`config.mk`:
```
export PLATFORM = sky130hd
export DESIGN_NAME = isrp_top
export DESIGN_NICKNAME = d
export VERILOG_FILES = /design/src/logic/isrp_pkg.sv /design/src/logic/isrp_rec_if.sv /design/src/logic/isrp_rec_mem.sv /design/src/logic/isrp_top.sv
export SDC_FILE = /design/constraint.sdc
export NUM_CORES = 2
export LEC_CHECK = 0
export BUFFER_PORTS_ARGS = -buffer_cell sky130_fd_sc_hd__buf_2
export CAP_MARGIN = 20
export CORE_MARGIN = 3
export CORE_UTILIZATION = 50
export DETAILED_ROUTE_END_ITERATION = 7
export PLACE_DENSITY = 0.68
export SLEW_MARGIN = 25
export SYNTH_ARGS = -nofsm -noshare
export SYNTH_HDL_FRONTEND = slang
export SYNTH_HIERARCHICAL = 1
export SYNTH_SLANG_ARGS = --single-unit
```
`constraint.sdc`:
```
create_clock -name clk -period 4.4 [get_ports clk]
set_input_delay 0.22 -clock clk [delete_from_list [all_inputs] [get_ports clk]]
set_output_delay 0.22 -clock clk [all_outputs]
set_load 0.02 [all_outputs]
```
`src/logic/isrp_pkg.sv`:
```
// solution record packer: shared constants, field layout and types
// assumes a single 10 MHz clock and a record made of 32-bit little-endian words
package isrp_pkg;

  // ----------------------------------------------------------------
  // timing
  // ----------------------------------------------------------------
  localparam int CLK_PERIOD_NS   = 100;
  localparam int LOOP_MAX_MS     = 5;
  localparam int LOOP_MAX_CYCLES = LOOP_MAX_MS * 1_000_000 / CLK_PERIOD_NS;

  // ----------------------------------------------------------------
  // record layout, byte offsets
  // ----------------------------------------------------------------
  localparam int REC_BYTES      = 72;
  localparam int REC_WORDS      = REC_BYTES / 4;
  localparam int REC_ADDR_W     = 5;
  localparam int OFS_STATUS     = 10;
  localparam int OFS_DOWN_VEL   = 56;
  localparam int OFS_ATT_SIGMA  = 60;
  localparam int OFS_POS_SIGMA  = 64;
  localparam int OFS_VEL_SIGMA  = 68;
  localparam int STATUS_SHIFT   = 8 * (OFS_STATUS % 4);

  localparam logic [REC_ADDR_W-1:0] W_STATUS    = REC_ADDR_W'(OFS_STATUS / 4);
  localparam logic [REC_ADDR_W-1:0] W_DOWN_VEL  = REC_ADDR_W'(OFS_DOWN_VEL / 4);
  localparam logic [REC_ADDR_W-1:0] W_ATT_SIGMA = REC_ADDR_W'(OFS_ATT_SIGMA / 4);
  localparam logic [REC_ADDR_W-1:0] W_POS_SIGMA = REC_ADDR_W'(OFS_POS_SIGMA / 4);
  localparam logic [REC_ADDR_W-1:0] W_VEL_SIGMA = REC_ADDR_W'(OFS_VEL_SIGMA / 4);
  localparam logic [3:0]            BE_WORD     = 4'h000f;
  localparam logic [3:0]            BE_STATUS   = 4'(4'h0003 << (OFS_STATUS % 4));

  // ----------------------------------------------------------------
  // status word fields
  // ----------------------------------------------------------------
  localparam int MODE_LSB      = 0;
  localparam int MODE_W        = 2;
  localparam int FIX_BIT       = 2;
  localparam int ERR_LSB       = 3;
  localparam int ERR_W         = 4;
  localparam int RSVD_LSB      = 7;
  localparam int RSVD_W        = 9;
  localparam int ERR_LOOP_TIME = 0;
  localparam int ERR_INERTIAL  = 1;
  localparam int ERR_MAG_PRES  = 2;
  localparam int ERR_GNSS      = 3;

  typedef enum logic [1:0] {
    MODE_NOT_TRACKING = 2'b00,
    MODE_OUT_OF_SPEC  = 2'b01,
    MODE_TRACKING     = 2'b10
  } isrp_mode_e;

  // ----------------------------------------------------------------
  // serial port settings and factory values
  // ----------------------------------------------------------------
  localparam int NUM_PORTS = 2;
  localparam int BAUD_W    = 20;
  localparam int RATE_W    = 8;
  localparam logic [BAUD_W-1:0] FACTORY_BAUD     = BAUD_W'(115200);
  localparam logic [RATE_W-1:0] FACTORY_ASYNC_HZ = RATE_W'(40);

  // output type codes are arbitrary local encodings
  typedef enum logic [7:0] {
    ASYNC_OFF          = 8'h00,
    ASYNC_INS_SOLUTION = 8'h01
  } isrp_async_e;

  typedef enum logic [1:0] {
    SEQ_IDLE  = 2'b00,
    SEQ_WRITE = 2'b01
  } isrp_seq_e;

endpackage : isrp_pkg

```
`src/logic/isrp_rec_if.sv`:
```
// record store port: word writes with byte enables, registered word reads
// assumes both ends run on the same clock
`timescale 1ns/10ps
`default_nettype none
interface isrp_rec_if;
  import isrp_pkg::*;
  logic                  wr_en;
  logic [REC_ADDR_W-1:0] wr_addr;
  logic [3:0]            wr_be;
  logic [31:0]           wr_data;
  logic                  rd_en;
  logic [REC_ADDR_W-1:0] rd_addr;
  logic [31:0]           rd_data;
  modport writer (output wr_en, output wr_addr, output wr_be, output wr_data,
                  output rd_en, output rd_addr, input rd_data);
  modport store  (input wr_en, input wr_addr, input wr_be, input wr_data,
                  input rd_en, input rd_addr, output rd_data);
endinterface : isrp_rec_if
`default_nettype wire

```
`src/logic/isrp_rec_mem.sv`:
```
// record word store with byte-lane writes and registered read data
// assumes a synchronous active-high reset; addresses past the end read zero
`timescale 1ns/10ps
`default_nettype none
module isrp_rec_mem
  import isrp_pkg::*;
#(
  parameter int DEPTH = REC_WORDS
)(
  input wire logic clk,    // system clock
  input wire logic reset,  // synchronous reset, active high
  isrp_rec_if.store rec    // write and read port
);

  typedef struct packed {
    logic [DEPTH-1:0][31:0] mem;
    logic [31:0]            rdata;
  } isrp_mem_s;

  isrp_mem_s st;
  isrp_mem_s next_st;

  always_comb
  begin
    next_st = st;
    if (rec.wr_en && (32'(rec.wr_addr) < DEPTH))
    begin
      for (int b = 0; b < 4; b++)
      begin
        if (rec.wr_be[b])
          next_st.mem[rec.wr_addr][8*b +: 8] = rec.wr_data[8*b +: 8];
      end
    end
    if (rec.rd_en)
      next_st.rdata = (32'(rec.rd_addr) < DEPTH) ? st.mem[rec.rd_addr] : 32'h0000_0000;
  end

  always_ff @(posedge clk)
  begin
    if (reset)
      st <= '0;
    else
      st <= next_st;
  end

  assign rec.rd_data = st.rdata;

endmodule : isrp_rec_mem
`default_nettype wire

```
`src/logic/isrp_top.sv`:
```
// solution record packer: last record fields, filter status word, factory defaults
// assumes one 10 MHz clock; fault and fix inputs are pins from other domains
//
// Contract
// - down velocity float goes to record byte 56
// - attitude uncertainty float goes to record byte 60
// - position uncertainty float goes to record byte 64
// - velocity uncertainty float goes to record byte 68, the last field
// - status bits 1:0 carry filter mode: 0 no track, 1 out of spec, 2 tracking
// - status bit 2 is high while the satellite receiver has a proper fix
// - status bits 6:3 hold sensor error flags, all zero when no fault
// - status bits 15:7 are reserved with no meaning
// - error bit 0 is set when a filter loop lasts longer than 5 ms
// - error bit 1 is set on an inertial unit link fault
// - error bit 2 is set on a magnetometer or pressure sensor fault
// - error bit 3 is set on a satellite receiver link fault
// - factory restore sets both serial ports to 115200 baud
// - factory restore sets unsolicited output to 40 Hz on both ports
// - factory restore selects the solution record as unsolicited output type
// - restore command or restore pin returns all settings to factory values
// - status word is a 2-byte field at record byte 10
`timescale 1ns/10ps
`default_nettype none
module isrp_top
  import isrp_pkg::*;
#(
  parameter int LOOP_LIMIT_CYCLES = LOOP_MAX_CYCLES
)(
  input  wire logic                                clk,                     // 10 MHz clock
  input  wire logic                                reset,                   // synchronous, active high
  input  wire logic                                sol_valid,               // new solution, one-cycle pulse
  input  wire logic [MODE_W-1:0]                   filter_mode,             // filter mode code
  input  wire logic [31:0]                         down_velocity,           // float, m/s
  input  wire logic [31:0]                         attitude_sigma,          // float, deg
  input  wire logic [31:0]                         position_sigma,          // float, m
  input  wire logic [31:0]                         velocity_sigma,          // float, m/s
  input  wire logic                                loop_start,              // filter loop start pulse
  input  wire logic                                gnss_fix_flag,           // pin: receiver has fix
  input  wire logic                                inertial_link_fault,     // pin: inertial link fault
  input  wire logic                                mag_pres_fault,          // pin: mag/pressure fault
  input  wire logic                                gnss_link_fault,         // pin: receiver link fault
  input  wire logic                                restore_pin,             // pin: factory restore
  input  wire logic                                restore_cmd,             // restore command pulse
  input  wire logic                                set_wr,                  // settings write pulse
  input  wire logic                                set_port,                // serial port index
  input  wire logic [BAUD_W-1:0]                   set_baud,                // baud rate
  input  wire logic [RATE_W-1:0]                   set_async_hz,            // output rate, Hz
  input  wire logic [7:0]                          set_async_type,          // output type code
  input  wire logic                                rd_req,                  // record read pulse
  input  wire logic [6:0]                          rd_offset,               // record byte offset
  output logic [31:0]                              rd_data,                 // record word
  output logic                                     rd_valid,                // read answer pulse
  output logic [15:0]                              filter_status_word,      // live status word
  output logic [NUM_PORTS-1:0][BAUD_W-1:0]         baud_rate,               // per-port baud
  output logic [NUM_PORTS-1:0][RATE_W-1:0]         async_hz,                // per-port output rate
  output logic [NUM_PORTS-1:0][7:0]                async_type,              // per-port output type
  output logic                                     restore_done             // restore applied pulse
);

  localparam int CW = $clog2(LOOP_LIMIT_CYCLES + 2);
  localparam logic [CW-1:0] LOOP_LIMIT = CW'(LOOP_LIMIT_CYCLES);
  localparam int PIN_FIX     = 0;
  localparam int PIN_INER    = 1;
  localparam int PIN_MAG     = 2;
  localparam int PIN_GNSS    = 3;
  localparam int PIN_RESTORE = 4;
  localparam logic [2:0] IDX_LAST = 3'h0004;

  // ----------------------------------------------------------------
  // state
  // ----------------------------------------------------------------
  typedef struct packed {
    logic [4:0]  s1;
    logic [4:0]  s2;
    logic        restore_d;
    logic        running;
    logic [CW-1:0] cnt;
    logic        loop_err;
    logic [15:0] status;
    logic [15:0] snap_status;
    logic [31:0] snap_down;
    logic [31:0] snap_att;
    logic [31:0] snap_pos;
    logic [31:0] snap_vel;
    isrp_seq_e   seq;
    logic [2:0]  idx;
    logic        wr_en;
    logic [REC_ADDR_W-1:0] wr_addr;
    logic [3:0]  wr_be;
    logic [31:0] wr_data;
    logic        rd_valid;
    logic [NUM_PORTS-1:0][BAUD_W-1:0] baud;
    logic [NUM_PORTS-1:0][RATE_W-1:0] hz;
    logic [NUM_PORTS-1:0][7:0]        typ;
    logic        restore_done;
  } isrp_top_s;

  isrp_top_s st;
  isrp_top_s next_st;
  logic      restore_req;

  isrp_rec_if rec_if ();

  // restore pin acts on its rising edge so a held pin does not lock the settings
  assign restore_req = restore_cmd || (st.s2[PIN_RESTORE] && !st.restore_d);

  // ----------------------------------------------------------------
  // next state
  // ----------------------------------------------------------------
  always_comb
  begin
    next_st = st;
    next_st.s1 = {restore_pin, gnss_link_fault, mag_pres_fault, inertial_link_fault, gnss_fix_flag};
    next_st.s2 = st.s1;
    next_st.restore_d = st.s2[PIN_RESTORE];

    // loop timer saturates so a stalled filter keeps the flag up
    if (st.running && (st.cnt != LOOP_LIMIT))
      next_st.cnt = CW'(st.cnt + 1'b1);
    if (loop_start)
    begin
      if (st.cnt < LOOP_LIMIT)
        next_st.loop_err = 1'b0;
      next_st.cnt = '0;
      next_st.running = 1'b1;
    end
    if (st.running && (st.cnt == LOOP_LIMIT))
      next_st.loop_err = 1'b1;

    next_st.status = 16'h0000;
    next_st.status[MODE_LSB +: MODE_W] = filter_mode;
    next_st.status[FIX_BIT] = st.s2[PIN_FIX];
    next_st.status[ERR_LSB + ERR_LOOP_TIME] = st.loop_err;
    next_st.status[ERR_LSB + ERR_INERTIAL] = st.s2[PIN_INER];
    next_st.status[ERR_LSB + ERR_MAG_PRES] = st.s2[PIN_MAG];
    next_st.status[ERR_LSB + ERR_GNSS] = st.s2[PIN_GNSS];

    // record writer: status half-word, then the four trailing floats
    next_st.wr_en = 1'b0;
    case (st.seq)
      SEQ_WRITE:
      begin
        next_st.wr_en = 1'b1;
        next_st.wr_be = BE_WORD;
        case (st.idx)
          3'h0000:
          begin
            next_st.wr_addr = W_STATUS;
            next_st.wr_be = BE_STATUS;
            next_st.wr_data = {16'h0000, st.snap_status} << STATUS_SHIFT;
          end
          3'h0001:
          begin
            next_st.wr_addr = W_DOWN_VEL;
            next_st.wr_data = st.snap_down;
          end
          3'h0002:
          begin
            next_st.wr_addr = W_ATT_SIGMA;
            next_st.wr_data = st.snap_att;
          end
          3'h0003:
          begin
            next_st.wr_addr = W_POS_SIGMA;
            next_st.wr_data = st.snap_pos;
          end
          default:
          begin
            next_st.wr_addr = W_VEL_SIGMA;
            next_st.wr_data = st.snap_vel;
          end
        endcase
        next_st.idx = 3'(st.idx + 1'b1);
        if (st.idx == IDX_LAST)
          next_st.seq = SEQ_IDLE;
      end
      default:
        next_st.seq = SEQ_IDLE;
    endcase

    // a new solution restarts the writer so a finished write pass never mixes two epochs
    if (sol_valid)
    begin
      next_st.snap_status = st.status;
      next_st.snap_down = down_velocity;
      next_st.snap_att = attitude_sigma;
      next_st.snap_pos = position_sigma;
      next_st.snap_vel = velocity_sigma;
      next_st.seq = SEQ_WRITE;
      next_st.idx = 3'h0000;
    end

    next_st.rd_valid = rd_req;

    if (set_wr)
    begin
      next_st.baud[set_port] = set_baud;
      next_st.hz[set_port] = set_async_hz;
      next_st.typ[set_port] = set_async_type;
    end
    // restore overrides a same-cycle settings write
    next_st.restore_done = restore_req;
    if (restore_req)
    begin
      for (int p = 0; p < NUM_PORTS; p++)
      begin
        next_st.baud[p] = FACTORY_BAUD;
        next_st.hz[p] = FACTORY_ASYNC_HZ;
        next_st.typ[p] = ASYNC_INS_SOLUTION;
      end
    end
  end

  // ----------------------------------------------------------------
  // registers
  // ----------------------------------------------------------------
  always_ff @(posedge clk)
  begin
    if (reset)
    begin
      st <= '0;
      st.seq <= SEQ_IDLE;
      for (int p = 0; p < NUM_PORTS; p++)
      begin
        st.baud[p] <= FACTORY_BAUD;
        st.hz[p] <= FACTORY_ASYNC_HZ;
        st.typ[p] <= ASYNC_INS_SOLUTION;
      end
    end
    else
      st <= next_st;
  end

  // ----------------------------------------------------------------
  // record store and outputs
  // ----------------------------------------------------------------
  assign rec_if.wr_en   = st.wr_en;
  assign rec_if.wr_addr = st.wr_addr;
  assign rec_if.wr_be   = st.wr_be;
  assign rec_if.wr_data = st.wr_data;
  assign rec_if.rd_en   = rd_req;
  assign rec_if.rd_addr = rd_offset[6:2];

  isrp_rec_mem #(
    .DEPTH (REC_WORDS)
  ) u_mem (
    .clk   (clk),
    .reset (reset),
    .rec   (rec_if.store)
  );

  assign rd_data            = rec_if.rd_data;
  assign rd_valid           = st.rd_valid;
  assign filter_status_word = st.status;
  assign baud_rate          = st.baud;
  assign async_hz           = st.hz;
  assign async_type         = st.typ;
  assign restore_done       = st.restore_done;

  // ----------------------------------------------------------------
  // checks
  // ----------------------------------------------------------------
  rsvd_zero_a: assert property (@(posedge clk) disable iff (reset)
    filter_status_word[RSVD_LSB +: RSVD_W] == 9'h0000)
    else $error("reserved status bits not zero");
  mode_copy_a: assert property (@(posedge clk) disable iff (reset)
    sol_valid ##1 1'b1 |-> ##1 (rec_if.wr_en && rec_if.wr_data[STATUS_SHIFT +: MODE_W] == $past(filter_mode, 3)))
    else $error("mode field not written from filter mode");
  fix_path_a: assert property (@(posedge clk) disable iff (reset)
    gnss_fix_flag[*3] |=> filter_status_word[FIX_BIT])
    else $error("fix bit missing after fix pin held");
  err_clear_a: assert property (@(posedge clk) disable iff (reset)
    (!inertial_link_fault && !mag_pres_fault && !gnss_link_fault && !st.loop_err)[*3]
    |=> filter_status_word[ERR_LSB +: ERR_W] == 4'h0000)
    else $error("error field not zero without faults");
  loop_time_a: assert property (@(posedge clk) disable iff (reset)
    st.running && st.cnt == LOOP_LIMIT |-> ##2 filter_status_word[ERR_LSB + ERR_LOOP_TIME])
    else $error("loop overrun not flagged");
  inertial_err_a: assert property (@(posedge clk) disable iff (reset)
    inertial_link_fault[*3] |=> filter_status_word[ERR_LSB + ERR_INERTIAL])
    else $error("inertial fault not flagged");
  magpres_err_a: assert property (@(posedge clk) disable iff (reset)
    mag_pres_fault[*3] |=> filter_status_word[ERR_LSB + ERR_MAG_PRES])
    else $error("mag or pressure fault not flagged");
  gnss_err_a: assert property (@(posedge clk) disable iff (reset)
    gnss_link_fault[*3] |=> filter_status_word[ERR_LSB + ERR_GNSS])
    else $error("receiver link fault not flagged");
  down_word_a: assert property (@(posedge clk) disable iff (reset)
    sol_valid ##1 (!sol_valid)[*2] |=> rec_if.wr_addr == W_DOWN_VEL && rec_if.wr_data == $past(down_velocity, 3))
    else $error("down velocity not written at its word");
  att_word_a: assert property (@(posedge clk) disable iff (reset)
    sol_valid ##1 (!sol_valid)[*3] |=> rec_if.wr_addr == W_ATT_SIGMA && rec_if.wr_data == $past(attitude_sigma, 4))
    else $error("attitude sigma not written at its word");
  pos_word_a: assert property (@(posedge clk) disable iff (reset)
    sol_valid ##1 (!sol_valid)[*4] |=> rec_if.wr_addr == W_POS_SIGMA && rec_if.wr_data == $past(position_sigma, 5))
    else $error("position sigma not written at its word");
  vel_word_a: assert property (@(posedge clk) disable iff (reset)
    sol_valid ##1 (!sol_valid)[*5] |=> rec_if.wr_addr == W_VEL_SIGMA && rec_if.wr_en ##1 !rec_if.wr_en)
    else $error("velocity sigma not last write");
  status_lane_a: assert property (@(posedge clk) disable iff (reset)
    rec_if.wr_en && rec_if.wr_addr == W_STATUS |-> rec_if.wr_be == BE_STATUS)
    else $error("status word written on wrong lanes");
  restore_baud_a: assert property (@(posedge clk) disable iff (reset)
    restore_cmd |=> baud_rate[0] == FACTORY_BAUD && baud_rate[1] == FACTORY_BAUD && restore_done)
    else $error("baud not restored");
  restore_rate_a: assert property (@(posedge clk) disable iff (reset)
    restore_cmd |=> async_hz[0] == FACTORY_ASYNC_HZ && async_hz[1] == FACTORY_ASYNC_HZ)
    else $error("output rate not restored");
  restore_pin_a: assert property (@(posedge clk) disable iff (reset)
    !restore_pin ##1 restore_pin |-> ##3 (async_type[0] == ASYNC_INS_SOLUTION && async_type[1] == ASYNC_INS_SOLUTION))
    else $error("restore pin did not select solution output");

endmodule : isrp_top
`default_nettype wire
```
# Word level (Yosys, flattened, before mapping)
# Cells that the tools add are included.
dict set report totals {
  regBits 908
  output_inout_bits 122
  input_bits 186
  word_cells 116
}
dict set report op_classes {
  mux 39
  n_reduce_logical 15
  eq_ne 7
  order_cmp 8
  add_sub_neg 2
}
# cell count
set op_table {}
lappend op_table {{576-bit 2-to-1 mux} 7}
lappend op_table {{576-bit bitwise mux} 4}
lappend op_table {{32-bit demux with 5-bit select} 4}
lappend op_table {{32-bit binary-select mux with 5-bit select} 1}
lappend op_table {{32-bit case mux with 4 select lines} 1}
lappend op_table {{32-bit 2-to-1 mux} 3}
lappend op_table {{45-bit 2-to-1 mux} 1}
lappend op_table {{40-bit bitwise mux} 1}
lappend op_table {{16-bit bitwise mux} 2}
lappend op_table {{24-bit 2-to-1 mux} 1}
lappend op_table {{20-bit demux with 1-bit select} 1}
lappend op_table {{20-bit 2-to-1 mux} 1}
lappend op_table {{5-bit case mux with 4 select lines} 1}
lappend op_table {{16-bit by 1-bit adder with 16-bit output, second input constant} 1}
lappend op_table {{16-bit equality test, second input constant} 1}
lappend op_table {{16-bit < comparator, second input constant} 1}
lappend op_table {{16-bit 2-to-1 mux} 1}
lappend op_table {{8-bit 2-to-1 mux} 2}
lappend op_table {{16-bit inequality test, second input constant} 1}
lappend op_table {{5-bit by 6-bit < comparator with 1-bit output, second input constant} 2}
lappend op_table {{5-bit < comparator, second input constant} 2}
lappend op_table {{8-bit demux with 1-bit select} 1}
lappend op_table {{3-bit by 2-bit equality test with 1-bit output, second input constant} 2}
lappend op_table {{1-bit logical AND} 6}
lappend op_table {{16 further kinds} 23}

# Logic depth before layout (Yosys ltp)
dict set report logic_depth {
  depth_word 15
  mapped_depth 10
  mapped_depth_nobuf 6
}

# By module
# The synthesis kept the hierarchy.
# mod cells_per_inst area_each_um2 seq_area_each_um2 instances
set modules_own_cells {}
lappend modules_own_cells {isrp_rec_mem 3400 28334.7 12171.7 1}
lappend modules_own_cells {isrp_top 1247 11433.5 5765.5 1}

# Worst setup path after synthesis
# No wires, ideal clock.
dict set report synth_timing {
  path_kind {flip-flop to flip-flop}
  startpoint {register st[118] (netlist name)}
  endpoint {register st (netlist bit rec_if.wr_data[12])}
  setup_ps 128
  n_path_buf 4
  t_arrival_ps 2117
  stages_incl_launch_ff 11
  period_less_slack_ps 2245
  path_slack_ps 2155
  t_required_ps 4272
  path_cell_list {dfxtp_1 -> clkbuf_1 -> clkinv_1 -> clkbuf_1 -> ha_1 -> clkbuf_1 -> clkbuf_1 -> a222oi_1 -> o21ai_0 -> mux2i_1 -> nor2_1}
}
# item line
set synth_rtl {}
lappend synth_rtl {{end signal: assignment} isrp_top.sv:231} ;# st <= next_st;
lappend synth_rtl {{end: declaration} isrp_top.sv:98} ;# isrp_top_s st;

# Worst setup path in the final report
dict set report layout_timing {
  startpoint {register st (netlist bit rec_if.wr_addr[1])}
  endpoint {register u_mem/st[113] in the netlist's numbering}
}
dict set report layout_between {
  elab_chain_cells 12
  elab_cells_between_ends 21
  classes_between {3 x order compare; 16 x mux; 2 x reduce/logical}
}
# item line
set layout_lines {}
lappend layout_lines {{32-bit demux with 5-bit select} n/a}
lappend layout_lines {{576-bit bitwise mux} isrp_rec_mem.sv:31} ;# next_st.mem[rec.wr_addr][8*b +: 8] = rec.wr_data[8*b +: 8];
lappend layout_lines {{576-bit 2-to-1 mux} isrp_rec_mem.sv:30} ;# if (rec.wr_be[b])
lappend layout_lines {{576-bit 2-to-1 mux} isrp_rec_mem.sv:26} ;# if (rec.wr_en && (32'(rec.wr_addr) < DEPTH))
lappend layout_lines {{576-bit bitwise mux} isrp_rec_mem.sv:31}
lappend layout_lines {{576-bit 2-to-1 mux} isrp_rec_mem.sv:30}
lappend layout_lines {{576-bit 2-to-1 mux} isrp_rec_mem.sv:26}
lappend layout_lines {{576-bit bitwise mux} isrp_rec_mem.sv:31}
lappend layout_lines {{576-bit 2-to-1 mux} isrp_rec_mem.sv:30}
lappend layout_lines {{576-bit 2-to-1 mux} isrp_rec_mem.sv:26}
lappend layout_lines {{576-bit bitwise mux} isrp_rec_mem.sv:31}
lappend layout_lines {{576-bit 2-to-1 mux} isrp_rec_mem.sv:30}
lappend layout_lines {{end signal: assignment} isrp_rec_mem.sv:43} ;# st <= next_st;
lappend layout_lines {{end: declaration} isrp_rec_mem.sv:20} ;# isrp_mem_s st;
# Several ways; a longest one is shown, not always the timed one. The select of a mux whose other input is x is not followed.
# A chain may end at the register's enable or synchronous reset.

==> metrics.yaml <==
drv_cap: 0
synth_fa_ha_area_share_pct: 0.220
path_common_cell: "buf_4"
insertion_delay_ns: 0.66
status: "finished clean"
syn_avg_cell_area_um2: 8.56
end_kind: "flip-flop"
synthCells: 4647
htree_num_levels: 3
holdPathStages: 2
fill_cells: 6777
p_leak_uw: 0.0162
row_count: 102
cts_tree: "yes"
setup-tns-final_ns: 0
viasPerCell: 6.24
gp_congestion: 0.841
cts_sinks: 896
critical_path.startpoint_type: "flip-flop"
rsz0062_at_grt: "false"
routed_wl_mm: 129
yosys.area_share.simple_pct: 13.8
num_vias: 36138
max_slew.worst_pin.slew_ns: 1.04
dpl.hpwl_mm: 72.4
post-route-min-period_ns: 3.07
power.ir.vdd_worst_mv: 0.280
fmax_ghz: 0.326
required_ns: 4.97
ant_nets: 0
synth_area_leader_cell: "dfxtp_1"
yosys-top-cells-area: "dfxtp_1 45%, a21oi_1 8.7%, mux2i_1 8.3%, nand3_1 8.0%, o21ai_0 7.4%"
cp_max_fo: 86
cts-root-buf: "clkbuf_16"
hold_violations: 0
worst-path-stages: 6
synth-compound-area-share_pct: 21.1
finalClockSkew_ns: 0.0179
critical_path_arrival_ns: 3.63
drc: 0
whs_endpoint: "st[298]$_SDFFE_PP0P_"
synth_commonest_cells: "896 x dfxtp_1, 693 x a21oi_1, 633 x nand3_1, 587 x o21ai_0, 404 x clkbuf_1"
max_slew_margin_pct: 31.0
r2r_cells: 6
ys.flop_type: "dfxtp_1"
worst_r2r_startpoint: "rec_if.wr_addr[1]$_SDFFE_PP0P_"
reg2reg_setup_slack_ns: 1.33
hold_class: "primary input to flip-flop"
r2r_end: "u_mem/st[113]$_SDFFE_PP0P_"
coreArea_mm2: 0.0781
portBuffers: 296
drt_iter0_drc: 4598
grt_max_degree: 171
grt_pass1_wl_mm: 198
clk_path_buf_depth: 3
final_nets: 4855
muxShareOfSynthArea_pct: 11.5
synth_top_family_by_area: "compound AO/OA/AOI/OAI gates"
worstPathCellList: "o31ai_4 > nand3_4 > buf_4 > buf_4 > o21ai_0 > a21oi_1"
placed_cells: 5434
drv_slew: 0
critPathTopFamily: "buffers and inverters"
synth_xor_area_share_pct: 0.264
dr.pass1.iters: 8
grt_pass1_vias: 33856
critical_path_buf_inv_count: 2
grt_use_total_pct: 29.9
yosysWarnings: 6
synth_cell_types: 60
synth_edf_count: 0
die_width_um: 288
max_stage_delay_ns: 0.88
syn_to_final_growth_pct: 14.1
antenna_found_initial: 7
hold_start: "reset"
start_util_pct: 50.9
numCtsBuffers: 93
async_flop_share_pct: 0
power_density_mw_per_mm2: 390
netlist_area_mm2: 0.0398
crit_path_start: "rec_if.wr_addr[1]$_SDFFE_PP0P_"
fin_crit_sh_pct: 69.8
clk_pin_slew_ns: 0.06
seq_area_frac_synth_pct: 45.1
die_h_um: 288
cts_setup_buffers: 0
pin_count: 308
yosys.area.top_type_share_pct: 45.1
cp_slowest_cell: "dfxtp_1"
worstSetupPathType: "flip-flop to flip-flop"
ys_ff_latch: 896
synth.most_common_cell: "dfxtp_1"
setup_violations: 0
drive_gt1_share_pct: 13.6
die-area_mm2: 0.0830
grt-ovfl-total: 0
wl_per_cell_um: 22.3
stdcell_count: 5787
-- what timing repair did --
| action | CTS | global route |
|---|---|---|
| resized for setup | 0 | 0 |
| endpoints found under the hold margin | 211 | 0 |
| hold buffers | 173 | 0 |
-- placed cells by master (no fill, tap or decap), types with 9 or more instances in the layout --
master,n
buf_2,292
dlygate4sd3_1,173
a221o_1,33
diode_2,10
a311oi_1,11
a2bb2oi_1,14
nand3_1,629
a22oi_1,59
mux2_2,25
buf_4,74
buf_12,17
a21oi_1,693
nand2b_1,25
dfxtp_1,895
clkbuf_16,93
a21boi_0,28
nor2_1,181
mux2i_1,331
clkinv_2,15
o211ai_1,10
clkbuf_1,26
o22ai_1,52
nand2_1,175
clkbuf_8,24
conb_1,9
o21ai_0,587
mux4_2,41
nor3_1,27
nor2b_1,38
a211oi_1,19
-- routing by layer --
metal	global-route usage [%]	part of all wire, %	wire length, µm	vias up
li1	-	-	-	16572
met1	40.3	41	52900	17623
met2	48.2	47	60600	1629
met3	4.19	8.1	10500	314
met4	12.2	4.0	5200	0
met5	0	0	0	-
-- layout make-up --
class | count | area, µm² | area share [%]
sequential | 896 | 17900 | 39.5
multi-input combinational | 3104 | 18900 | 41.6
tap | 1040 | 1300 | 2.87
clock inverter | 28 | 313 | 0.689
clock buffer | 142 | 2740 | 6.04
inverter | 8 | 30.0 | 0.0662
antenna | 10 | 25.0 | 0.0551
timing repair buffer | 559 | 4130 | 9.11
-- registers in the layout, summed over array words and instances, names as in the netlist, 11 cells and up --
signal / cells
st: 157
baud_rate: 40
u_mem/st: 576
next_st: 11
u_mem/rec.rd_data: 32
rec_if.wr_data: 32
async_hz: 16
async_type: 16
-- worst max path at each step --
stage | end | slack, ns
floorplan | rec_if.wr_data[12]$_SDFFE_PP0P_ | 2.16
global placement | u_mem/st[101]$_SDFFE_PP0P_ | 1.41
detailed placement | u_mem/st[195]$_SDFFE_PP0P_ | 1.38
CTS | u_mem/st[113]$_SDFFE_PP0P_ | 1.36
global route | u_mem/st[593]$_SDFFE_PP0P_ | 1.08
finish | u_mem/st[113]$_SDFFE_PP0P_ | 1.33
-- power by group --
part	switching, µW	leakage (µW)	total (µW)	internal, µW
combinational	893	0.00746	1380	485
clock	3360	0.00151	7910	4550
sequential	181	0.00726	8420	8240
total	4440	0.0162	17700	13300
-- logic make-up (layout without fill, tap and decap cells) --
group,count (synthesis),in the layout
compound gates,1530,1530
xor+xnor,12,12
fa+ha+maj,7,7
buf+inv,655,737
flops,896,896
mux,399,399
other cells,1,19
simple gates,1147,1147
-- per-stage QoR --
stage	power, µW	worst slack, ns	hold slack (ns)	area [µm²]	utilization, %
detailed placement	9800	1.38	0.426	40600	51.9
finish	17700	1.33	0.0585	45400	58.1
CTS	17700	1.36	0.0334	45400	58.1
floorplan	9340	2.16	0.336	39800	-
global placement	9780	1.41	0.416	40500	51.9
global route	18200	1.08	0.0709	45400	58.1
Note: power is estimated with default switching activity, not from simulation.
